===== config.mk =====
export PLATFORM = sky130hd
export DESIGN_NAME = eeac_access
export DESIGN_NICKNAME = d
export VERILOG_FILES = /design/src/eeac_pkg.sv /design/src/eeac_access.sv
export SDC_FILE = /design/constraint.sdc
export NUM_CORES = 1
export LEC_CHECK = 0
export BUFFER_PORTS_ARGS = -buffer_cell sky130_fd_sc_hd__buf_2
export CAP_MARGIN = 10
export CORE_MARGIN = 2
export CORE_UTILIZATION = 47
export CTS_CLUSTER_SIZE = 25
export DETAILED_ROUTE_END_ITERATION = 10
export PLACE_DENSITY = 0.8
export SLEW_MARGIN = 15
export SYNTH_ARGS = -nofsm -noshare
export SYNTH_HDL_FRONTEND = slang
export SYNTH_SLANG_ARGS = --single-unit

===== constraint.sdc =====
create_clock -name aclk -period 2 [get_ports aclk]
set_input_delay 0 -clock aclk [delete_from_list [all_inputs] [get_ports aclk]]
set_output_delay 0 -clock aclk [all_outputs]
set_load 0.05 [all_outputs]

===== src/eeac_pkg.sv =====
// package: register map, field layout and shared types of the eeprom and expander access block
package eeac_pkg;

	// ------------------------------------------------------------
	// register offsets
	// ------------------------------------------------------------
	localparam logic [11:0] OFS_EEPROM_ACCESS_CTRL   = 12'h34C;
	localparam logic [11:0] OFS_EXPANDER_ACCESS_CTRL = 12'h350;
	localparam logic [11:0] OFS_IRQ_STATUS           = 12'h360;
	localparam logic [11:0] OFS_IRQ_MASK             = 12'h364;

	// ------------------------------------------------------------
	// eeprom register fields
	// ------------------------------------------------------------
	localparam int EE_ADDR_LSB = 0;
	localparam int EE_DATA_LSB = 16;
	localparam int EE_BUSY_BIT = 24;
	localparam int EE_DONE_BIT = 25;
	localparam int EE_OP_BIT   = 26;
	localparam logic EE_OP_WRITE = 1'h0;
	localparam logic EE_OP_READ  = 1'h1;

	// ------------------------------------------------------------
	// expander register fields
	// ------------------------------------------------------------
	localparam int IOE_DATA_LSB   = 0;
	localparam int IOE_RELOAD_BIT = 24;
	localparam int IOE_TM_BIT     = 25;
	localparam int IOE_SEL_LSB    = 26;
	localparam int IOE_DONE_BIT   = 31;
	localparam int IOE_COUNT      = 5;

	// ------------------------------------------------------------
	// interrupt bits and reset values
	// ------------------------------------------------------------
	localparam int IRQ_EE_BIT  = 0;
	localparam int IRQ_IOE_BIT = 1;
	localparam logic [31:0] RESET_VALUE = 32'h0000_0000;

	// ------------------------------------------------------------
	// types
	// ------------------------------------------------------------
	typedef enum logic [1:0] {
		EEAC_RESP_OKAY   = 2'h0,
		EEAC_RESP_SLVERR = 2'h2
	} eeac_resp_t;

	typedef enum {EE_IDLE, EE_WAIT} eeac_ee_state_t;

	// one request to the two-wire engine
	typedef struct packed {
		logic        valid;
		logic        read;
		logic [15:0] addr;
		logic [7:0]  data;
	} eeac_ee_req_t;

	// one refresh/update request to the expander engine
	typedef struct packed {
		logic        valid;
		logic [2:0]  sel;
		logic [15:0] out_val;
	} eeac_ioe_req_t;

endpackage : eeac_pkg


===== src/eeac_access.sv =====
// module: axi4-lite register bank for eeprom byte access and i/o expander mirror
`timescale 1ns/10ps

// Contract
// writing data field launches one eeprom operation
// operation targets the 16-bit address field
// select bit zero writes, one reads
// write stores the written data byte
// read discards written byte, returns fetched byte
// busy reads one while operation runs
// done set on finish, write one clears
// each data bit maps one expander pin
// data reads show selected expander pin states
// data writes ignored unless test mode set
// test mode drives outputs from written data
// input bits stay read-only in every mode
// reload write starts expander refresh transaction
// reload bit always reads zero
// select codes 0,1,2,4 valid, others reserved
// test mode ignores core generated outputs
// expander done set on reload completion
// busy clears when done becomes set
// software waits for idle before relaunch
module eeac_access (
	input  wire logic                    aclk,
	input  wire logic                    aresetn,
	input  wire logic [11:0]             s_axi_awaddr,
	input  wire logic                    s_axi_awvalid,
	output logic                         s_axi_awready,
	input  wire logic [31:0]             s_axi_wdata,
	input  wire logic [3:0]              s_axi_wstrb,
	input  wire logic                    s_axi_wvalid,
	output logic                         s_axi_wready,
	output logic [1:0]                   s_axi_bresp,
	output logic                         s_axi_bvalid,
	input  wire logic                    s_axi_bready,
	input  wire logic [11:0]             s_axi_araddr,
	input  wire logic                    s_axi_arvalid,
	output logic                         s_axi_arready,
	output logic [31:0]                  s_axi_rdata,
	output logic [1:0]                   s_axi_rresp,
	output logic                         s_axi_rvalid,
	input  wire logic                    s_axi_rready,
	output eeac_pkg::eeac_ee_req_t       ee_req,
	input  wire logic                    ee_done,
	input  wire logic [7:0]              ee_rdata,
	output eeac_pkg::eeac_ioe_req_t      ioe_req,
	input  wire logic                    ioe_done,
	input  wire logic [15:0]             ioe_in_val,
	input  wire logic [15:0]             ioe_in_mask,
	input  wire logic [15:0]             core_out_val,
	output logic                         irq
);

	// ------------------------------------------------------------
	// state
	// ------------------------------------------------------------
	typedef struct packed {
		logic                    aw_held;
		logic [11:0]             aw_addr;
		logic                    w_held;
		logic [31:0]             w_data;
		logic [3:0]              w_strb;
		logic                    bvalid;
		logic [1:0]              bresp;
		logic                    rvalid;
		logic [31:0]             rdata;
		logic [1:0]              rresp;
		eeac_pkg::eeac_ee_state_t ee_state;
		logic [15:0]             ee_addr;
		logic [7:0]              ee_data;
		logic                    ee_op;
		logic                    ee_done_flag;
		eeac_pkg::eeac_ee_req_t  ee_req;
		logic [15:0]             ioe_tm_val;
		logic                    ioe_tm;
		logic [3:0]              ioe_sel;
		logic                    ioe_busy;
		logic                    ioe_done_flag;
		logic [15:0]             ioe_sent;
		logic [15:0]             ioe_fetched;
		eeac_pkg::eeac_ioe_req_t ioe_req;
		logic [1:0]              irq_status;
		logic [1:0]              irq_mask;
	} eeac_state_t;

	eeac_state_t st;
	eeac_state_t next_st;

	logic        wr_fire;
	logic        wr_hit_ee;
	logic        wr_hit_ioe;
	logic        wr_hit_sts;
	logic        wr_hit_msk;
	logic        sel_ok;
	logic [3:0]  eff_sel;
	logic        eff_tm;
	logic [31:0] wmask;
	logic [31:0] wd;
	logic [15:0] out_src;
	logic [15:0] pin_view;
	logic [1:0]  ev;
	logic [1:0]  clr;

	// ------------------------------------------------------------
	// outputs
	// ------------------------------------------------------------
	assign s_axi_awready = ~st.aw_held;
	assign s_axi_wready  = ~st.w_held;
	assign s_axi_bvalid  = st.bvalid;
	assign s_axi_bresp   = st.bresp;
	assign s_axi_arready = ~st.rvalid;
	assign s_axi_rvalid  = st.rvalid;
	assign s_axi_rdata   = st.rdata;
	assign s_axi_rresp   = st.rresp;
	assign ee_req        = st.ee_req;
	assign ioe_req       = st.ioe_req;
	assign irq           = |(st.irq_status & st.irq_mask);

	// ------------------------------------------------------------
	// next state
	// ------------------------------------------------------------
	always_comb begin
		next_st = st;
		next_st.ee_req.valid  = 1'b0;
		next_st.ioe_req.valid = 1'b0;
		ev  = 2'h0;
		clr = 2'h0;

		// byte lane mask from strobes
		for (int i = 0; i < 4; i++) begin
			wmask[i*8 +: 8] = {8{st.w_strb[i]}};
		end
		wd = st.w_data;

		// select and mode written with a command apply to that command
		eff_sel = st.w_strb[3] ? wd[29:26] : st.ioe_sel;
		eff_tm  = st.w_strb[3] ? wd[eeac_pkg::IOE_TM_BIT] : st.ioe_tm;

		// only expanders 0,1,2,4 exist
		sel_ok = (eff_sel == 4'h0) || (eff_sel == 4'h1) ||
			(eff_sel == 4'h2) || (eff_sel == 4'h4);

		// core outputs ignored in test mode
		out_src  = eff_tm ? st.ioe_tm_val : core_out_val;
		// inputs from fetched value, outputs from value last sent
		pin_view = (st.ioe_fetched & ioe_in_mask) | (st.ioe_sent & ~ioe_in_mask);

		// write address and data taken in either order
		if (s_axi_awvalid && !st.aw_held) begin
			next_st.aw_held = 1'b1;
			next_st.aw_addr = s_axi_awaddr;
		end
		if (s_axi_wvalid && !st.w_held) begin
			next_st.w_held = 1'b1;
			next_st.w_data = s_axi_wdata;
			next_st.w_strb = s_axi_wstrb;
		end

		wr_fire    = st.aw_held && st.w_held && !st.bvalid;
		wr_hit_ee  = wr_fire && (st.aw_addr[11:2] == eeac_pkg::OFS_EEPROM_ACCESS_CTRL[11:2]);
		wr_hit_ioe = wr_fire && (st.aw_addr[11:2] == eeac_pkg::OFS_EXPANDER_ACCESS_CTRL[11:2]);
		wr_hit_sts = wr_fire && (st.aw_addr[11:2] == eeac_pkg::OFS_IRQ_STATUS[11:2]);
		wr_hit_msk = wr_fire && (st.aw_addr[11:2] == eeac_pkg::OFS_IRQ_MASK[11:2]);

		if (wr_fire) begin
			next_st.aw_held = 1'b0;
			next_st.w_held  = 1'b0;
			next_st.bvalid  = 1'b1;
			next_st.bresp   = (wr_hit_ee || wr_hit_ioe || wr_hit_sts || wr_hit_msk) ?
				eeac_pkg::EEAC_RESP_OKAY : eeac_pkg::EEAC_RESP_SLVERR;
		end
		if (st.bvalid && s_axi_bready) begin
			next_st.bvalid = 1'b0;
		end

		// eeprom register write
		if (wr_hit_ee) begin
			if (st.w_strb[0]) begin
				next_st.ee_addr[7:0] = wd[7:0];
			end
			if (st.w_strb[1]) begin
				next_st.ee_addr[15:8] = wd[15:8];
			end
			if (st.w_strb[3]) begin
				next_st.ee_op = wd[eeac_pkg::EE_OP_BIT];
				if (wd[eeac_pkg::EE_DONE_BIT]) begin
					clr[eeac_pkg::IRQ_EE_BIT] = 1'b1;
				end
			end
			// a data write while busy is dropped, not queued
			if (st.w_strb[2] && st.ee_state == eeac_pkg::EE_IDLE) begin
				next_st.ee_data      = wd[23:16];
				next_st.ee_state     = eeac_pkg::EE_WAIT;
				next_st.ee_req.valid = 1'b1;
				next_st.ee_req.read  = st.w_strb[3] ? wd[eeac_pkg::EE_OP_BIT] : st.ee_op;
				next_st.ee_req.addr  = {st.w_strb[1] ? wd[15:8] : st.ee_addr[15:8],
					st.w_strb[0] ? wd[7:0] : st.ee_addr[7:0]};
				next_st.ee_req.data  = wd[23:16];
			end
		end

		// eeprom engine
		case (st.ee_state)
			eeac_pkg::EE_IDLE: begin
			end
			eeac_pkg::EE_WAIT: begin
				if (ee_done) begin
					next_st.ee_state = eeac_pkg::EE_IDLE;
					ev[eeac_pkg::IRQ_EE_BIT] = 1'b1;
					if (st.ee_req.read) begin
						next_st.ee_data = ee_rdata;
					end
				end
			end
			default: begin
				next_st.ee_state = eeac_pkg::EE_IDLE;
			end
		endcase

		// expander register write
		if (wr_hit_ioe) begin
			if (st.w_strb[3]) begin
				next_st.ioe_tm  = wd[eeac_pkg::IOE_TM_BIT];
				next_st.ioe_sel = wd[29:26];
				if (wd[eeac_pkg::IOE_DONE_BIT]) begin
					clr[eeac_pkg::IRQ_IOE_BIT] = 1'b1;
				end
			end
			// only output bits take the written value
			if (eff_tm && (st.w_strb[1:0] != 2'h0)) begin
				next_st.ioe_tm_val = (st.ioe_tm_val & ~(wmask[15:0] & ~ioe_in_mask)) |
					(wd[15:0] & wmask[15:0] & ~ioe_in_mask);
				if (sel_ok && !st.ioe_busy) begin
					next_st.ioe_busy        = 1'b1;
					next_st.ioe_req.valid   = 1'b1;
					next_st.ioe_req.sel     = eff_sel[2:0];
					next_st.ioe_req.out_val = next_st.ioe_tm_val;
				end
			end
			if (st.w_strb[3] && wd[eeac_pkg::IOE_RELOAD_BIT] && sel_ok && !st.ioe_busy) begin
				next_st.ioe_busy        = 1'b1;
				next_st.ioe_req.valid   = 1'b1;
				next_st.ioe_req.sel     = eff_sel[2:0];
				next_st.ioe_req.out_val = out_src;
			end
		end
		if (st.ioe_busy && ioe_done) begin
			next_st.ioe_busy    = 1'b0;
			next_st.ioe_sent    = st.ioe_req.out_val;
			next_st.ioe_fetched = ioe_in_val;
			ev[eeac_pkg::IRQ_IOE_BIT] = 1'b1;
		end

		// interrupt status and mask
		if (wr_hit_sts && st.w_strb[0]) begin
			clr = clr | wd[1:0];
		end
		if (wr_hit_msk && st.w_strb[0]) begin
			next_st.irq_mask = wd[1:0];
		end
		// set wins over a clear in the same cycle
		next_st.irq_status   = (st.irq_status & ~clr) | ev;
		next_st.ee_done_flag = next_st.irq_status[eeac_pkg::IRQ_EE_BIT];
		next_st.ioe_done_flag = next_st.irq_status[eeac_pkg::IRQ_IOE_BIT];

		// read channel
		if (s_axi_arvalid && !st.rvalid) begin
			next_st.rvalid = 1'b1;
			next_st.rresp  = eeac_pkg::EEAC_RESP_OKAY;
			next_st.rdata  = 32'h0000_0000;
			case (s_axi_araddr[11:2])
				eeac_pkg::OFS_EEPROM_ACCESS_CTRL[11:2]: begin
					next_st.rdata[15:0]  = st.ee_addr;
					next_st.rdata[23:16] = st.ee_data;
					next_st.rdata[eeac_pkg::EE_BUSY_BIT] = (st.ee_state == eeac_pkg::EE_WAIT);
					next_st.rdata[eeac_pkg::EE_DONE_BIT] = st.ee_done_flag;
					next_st.rdata[eeac_pkg::EE_OP_BIT]   = st.ee_op;
				end
				eeac_pkg::OFS_EXPANDER_ACCESS_CTRL[11:2]: begin
					next_st.rdata[15:0]  = pin_view;
					next_st.rdata[eeac_pkg::IOE_TM_BIT] = st.ioe_tm;
					next_st.rdata[29:26] = st.ioe_sel;
					next_st.rdata[eeac_pkg::IOE_DONE_BIT] = st.ioe_done_flag;
				end
				eeac_pkg::OFS_IRQ_STATUS[11:2]: begin
					next_st.rdata[1:0] = st.irq_status;
				end
				eeac_pkg::OFS_IRQ_MASK[11:2]: begin
					next_st.rdata[1:0] = st.irq_mask;
				end
				default: begin
					next_st.rresp = eeac_pkg::EEAC_RESP_SLVERR;
				end
			endcase
		end
		if (st.rvalid && s_axi_rready) begin
			next_st.rvalid = 1'b0;
		end
	end

	// ------------------------------------------------------------
	// registers
	// ------------------------------------------------------------
	always_ff @(posedge aclk) begin
		if (!aresetn) begin
			st          <= '0;
			st.ee_state <= eeac_pkg::EE_IDLE;
		end else begin
			st <= next_st;
		end
	end

endmodule : eeac_access


==> results.yml <==
status:
  status: "finished with violations"
  violations: "negative setup slack"
synth:
  synth.distinct_cells: 53
  avgSynthCellArea_sq_um: 8.84
  synth.most_common_cell: "dfxtp_1"
  synthFlopType: "dfxtp_1"
  yosysTopAreaCellShare_pct: 48.0
  synth_seq_cells: 243
  synthArstFlopShare_pct: 0
  syn_area_sq_mm: 0.0101
  synth_top_area_cell: "dfxtp_1"
  synthCells: 1148
  synth_enable_flop_cells: 0
  ys_warn_count: 0
  synth-seq-area-share_pct: 48.0
  synth_area_leaders: "dfxtp_1, nand2_1, mux2i_1"
  synth_commonest_cells: "dfxtp_1, nand2_1, a21oi_1, buf_4, nor2_1"
detailed_routing:
  drtIter0Drc: 818
  routed_wl_microns: 31400
  routedWlPerCell_microns: 18.1
  post-route-drc-count: 0
  drt-vias-per-instance: 5.38
  routed-via-count: 9318
  ant_nets: 0
  drtPass1Iterations: 10
setup_path:
  cp-end-kind: "flip-flop"
  timing.rr.start: "st[240]"
  arrival_ps: 2650
  timing.rr.end: "ioe_req[16]"
  crit_chain: "or4b_4 > or4_4 > a2111oi_4 > buf_6 > clkbuf_16 > nand3_1 > o21ai_0"
  worstSetupPathType: "flip-flop to flip-flop"
  regToRegSetupSlack_ps: -200
  critPathSlowestCell: "or4b_4"
  max_stage_delay_ps: 530
  crit_end: "ioe_req[16]"
  crit_required_ps: 2450
  path_max_fanout: 20
  crit_start: "st[240]"
  rr_worst_depth: 7
  critPathLaunchType: "flip-flop"
layout:
  fin_util_pct: 64.9
  nets: 1561
  area_delta_synth_final_pct: 35.0
  drive_gt1_share_pct: 28.0
pwr:
  peakVddDrop_uv: 599
  comb_power_share_pct: 8.0
  internal_power_mw: 7.92
  p_sw_share_pct: 23.7
  p_per_area_mw_per_mm2: 758
  pwr-share-seq_pct: 48.4
  p_clk_share_pct: 43.6
  p_sw_mw: 2.46
  power.leakage_nw: 5.68
worst_hold_path:
  hold_class: "input pin to flip-flop"
  hold_start: "ioe_in_mask[0]"
clocking:
  clockBufferDepth: 3
  htreeDepth: 1
  clkSinkCount: 243
  tritoncts: "yes"
  clock_latency_ps: 530
  root_buffer: "clkbuf_16"
  cts.reportedPaths.clkPinSlew_ps: 70
  cts_buffers: 26
floorplan:
  pin_count: 213
  coreArea_sq_mm: 0.0211
  die-area_sq_mm: 0.0228
  rows: 53
  die_w_microns: 151
  initial_utilization_pct: 48.1
  dieHeight_microns: 151
global_routing:
  grt-ovfl-total: 0
  grt_pass1_wl_microns: 45100
  grt_pass1_vias: 8727
  grt_max_degree: 51
  antenna_found_initial: 1
  grt_usage_pct: 24.9
sta:
  hold_viol_final: 0
  setup_viol: 66
  worst_slack_ps: -202
  fin_crit_sh_pct: 110
  fmax_mhz: 454
  grt_setup_unrepaired: "yes"
  slew_violations: 0
  clock_skew_ps: 12.3
  slew_headroom_pct: 61.9
  tightest_slew_ps: 567
  holdWs_ps: 40.9
  layout_min_cycle_time_ps: 2200
place:
  place.gp.congestion: 0.829
  hpwlAfterDp_microns: 19400
  preCtsSetupSlack_ps: -138
  port_buffers: 204
run:
  max-cap-violations: 0
worst min path at each step:
stage | end | slack (ps) | cells after the start
after floorplan | st[237] | 120 | 2
after global placement | st[34] | 240 | 3
after detailed placement | wd[18] | 250 | 3
after CTS | st[64] | 30 | 5
after global routing | st[64] | 50 | 5
final | st[63] | 40 | 5
layout make-up:
type | count | area (sq um)
antenna | 1 | 2.50
clock buffer | 37 | 742
clock inverter | 10 | 65.1
fill | 1590 | 7400
inverter | 14 | 55.1
multi-input combinational | 769 | 4730
sequential | 243 | 4880
tap | 275 | 344
timing repair buffer | 382 | 2870
layout by cell type, fill, tap and decap left out, types with 3 or more instances in the layout:
master / synthesis / layout
nor4_2: 0 / 3
a22oi_1: 12 / 12
nand2b_1: 27 / 27
buf_12: 0 / 7
and2_1: 18 / 16
dlygate4sd3_1: 0 / 114
nor2b_2: 0 / 3
o21ai_1: 1 / 31
clkbuf_8: 0 / 5
dfxtp_1: 243 / 236
nor3_2: 0 / 5
nor3_1: 15 / 10
a222oi_1: 18 / 18
clkbuf_1: 60 / 6
nand4_1: 3 / 3
clkbuf_16: 0 / 32
a21oi_1: 95 / 93
nor2_1: 79 / 78
a2111oi_4: 1 / 3
dfxtp_2: 0 / 6
a211oi_1: 7 / 5
nand2_1: 204 / 202
o31ai_1: 6 / 4
mux2_2: 37 / 37
buf_4: 84 / 42
buf_6: 0 / 8
clkinv_2: 0 / 8
nand3_2: 0 / 7
o22ai_1: 16 / 16
nand3_1: 25 / 17
o21ai_2: 0 / 5
conb_1: 1 / 34
inv_1: 14 / 13
o21ai_0: 53 / 18
buf_2: 5 / 204
mux2i_1: 70 / 68
nor4_1: 9 / 5
worst max-delay path: cells and delay by family, from the launching register on:
family	cells	cell delay, ps
AO/OA/AOI/OAI	2	330
buffers and inverters	2	400
flip-flops	1	320
AND/OR/NAND/NOR	3	1080
per-layer routing:
| metal | global-route usage, % | wire (microns) | up-vias |
|---|---|---|---|
| met5 | 0 | 0 | - |
| li1 | - | - | 4411 |
| met1 | 33.4 | 12900 | 4417 |
| met3 | 5.15 | 2490 | 78 |
| met2 | 40.1 | 14900 | 412 |
| met4 | 8.36 | 1070 | 0 |
through the flow:
stage / std cells / power (mW) / setup TNS (ps) / instance area (sq um)
finish: 1731 / 10.4 / -6700 / 13700
global placement: 1553 / 5.71 / -2220 / 11200
detailed placement: 1553 / 5.73 / -4750 / 11200
CTS: 1718 / 10.3 / -4250 / 13200
floorplan: 1181 / 5.45 / -1620 / 10300
global route: 1731 / 10.7 / -11070 / 13700
registers in the layout, indices dropped and copies added (netlist names):
register and cells:
st 131, s_axi_rdata 31, wd 31, ee_req 26, ioe_req 20, s_axi_bresp 1, s_axi_bvalid 1, s_axi_rresp 1
s_axi_rvalid 1
repair_timing:
action | CTS | global route
pin swaps | 4 | 10
gates cloned | 1 | 7
resized for setup | 12 | 90
setup endpoints to repair | 64 | 87
hold buffers | 114 | 0
endpoints found under the hold margin | 111 | 0
setup buffers | 3 | 6
logic make-up after synthesis:
kind of cell	Yosys count	share of synthesized area, %
AOI/OAI and AO/OA	226	13.6
adders and majority gates	2	0.197
buffers and inverters	169	9.42
DFF	243	48.0
muxes	107	11.0
other	1	0.0370
and+or+nand+nor	400	17.7
power groups by stage:
stage                     clock, mW  sequential (mW)  combinational (mW)
after detailed placement          0             5.12               0.610
after floorplan                   0             5.10               0.348
after CTS                      4.54             5.01               0.791
after global placement            0             5.11               0.602
after global routing           4.78             5.03               0.891
final                          4.53             5.02               0.835
No activity file was read; power rests on OpenSTA's default activity.
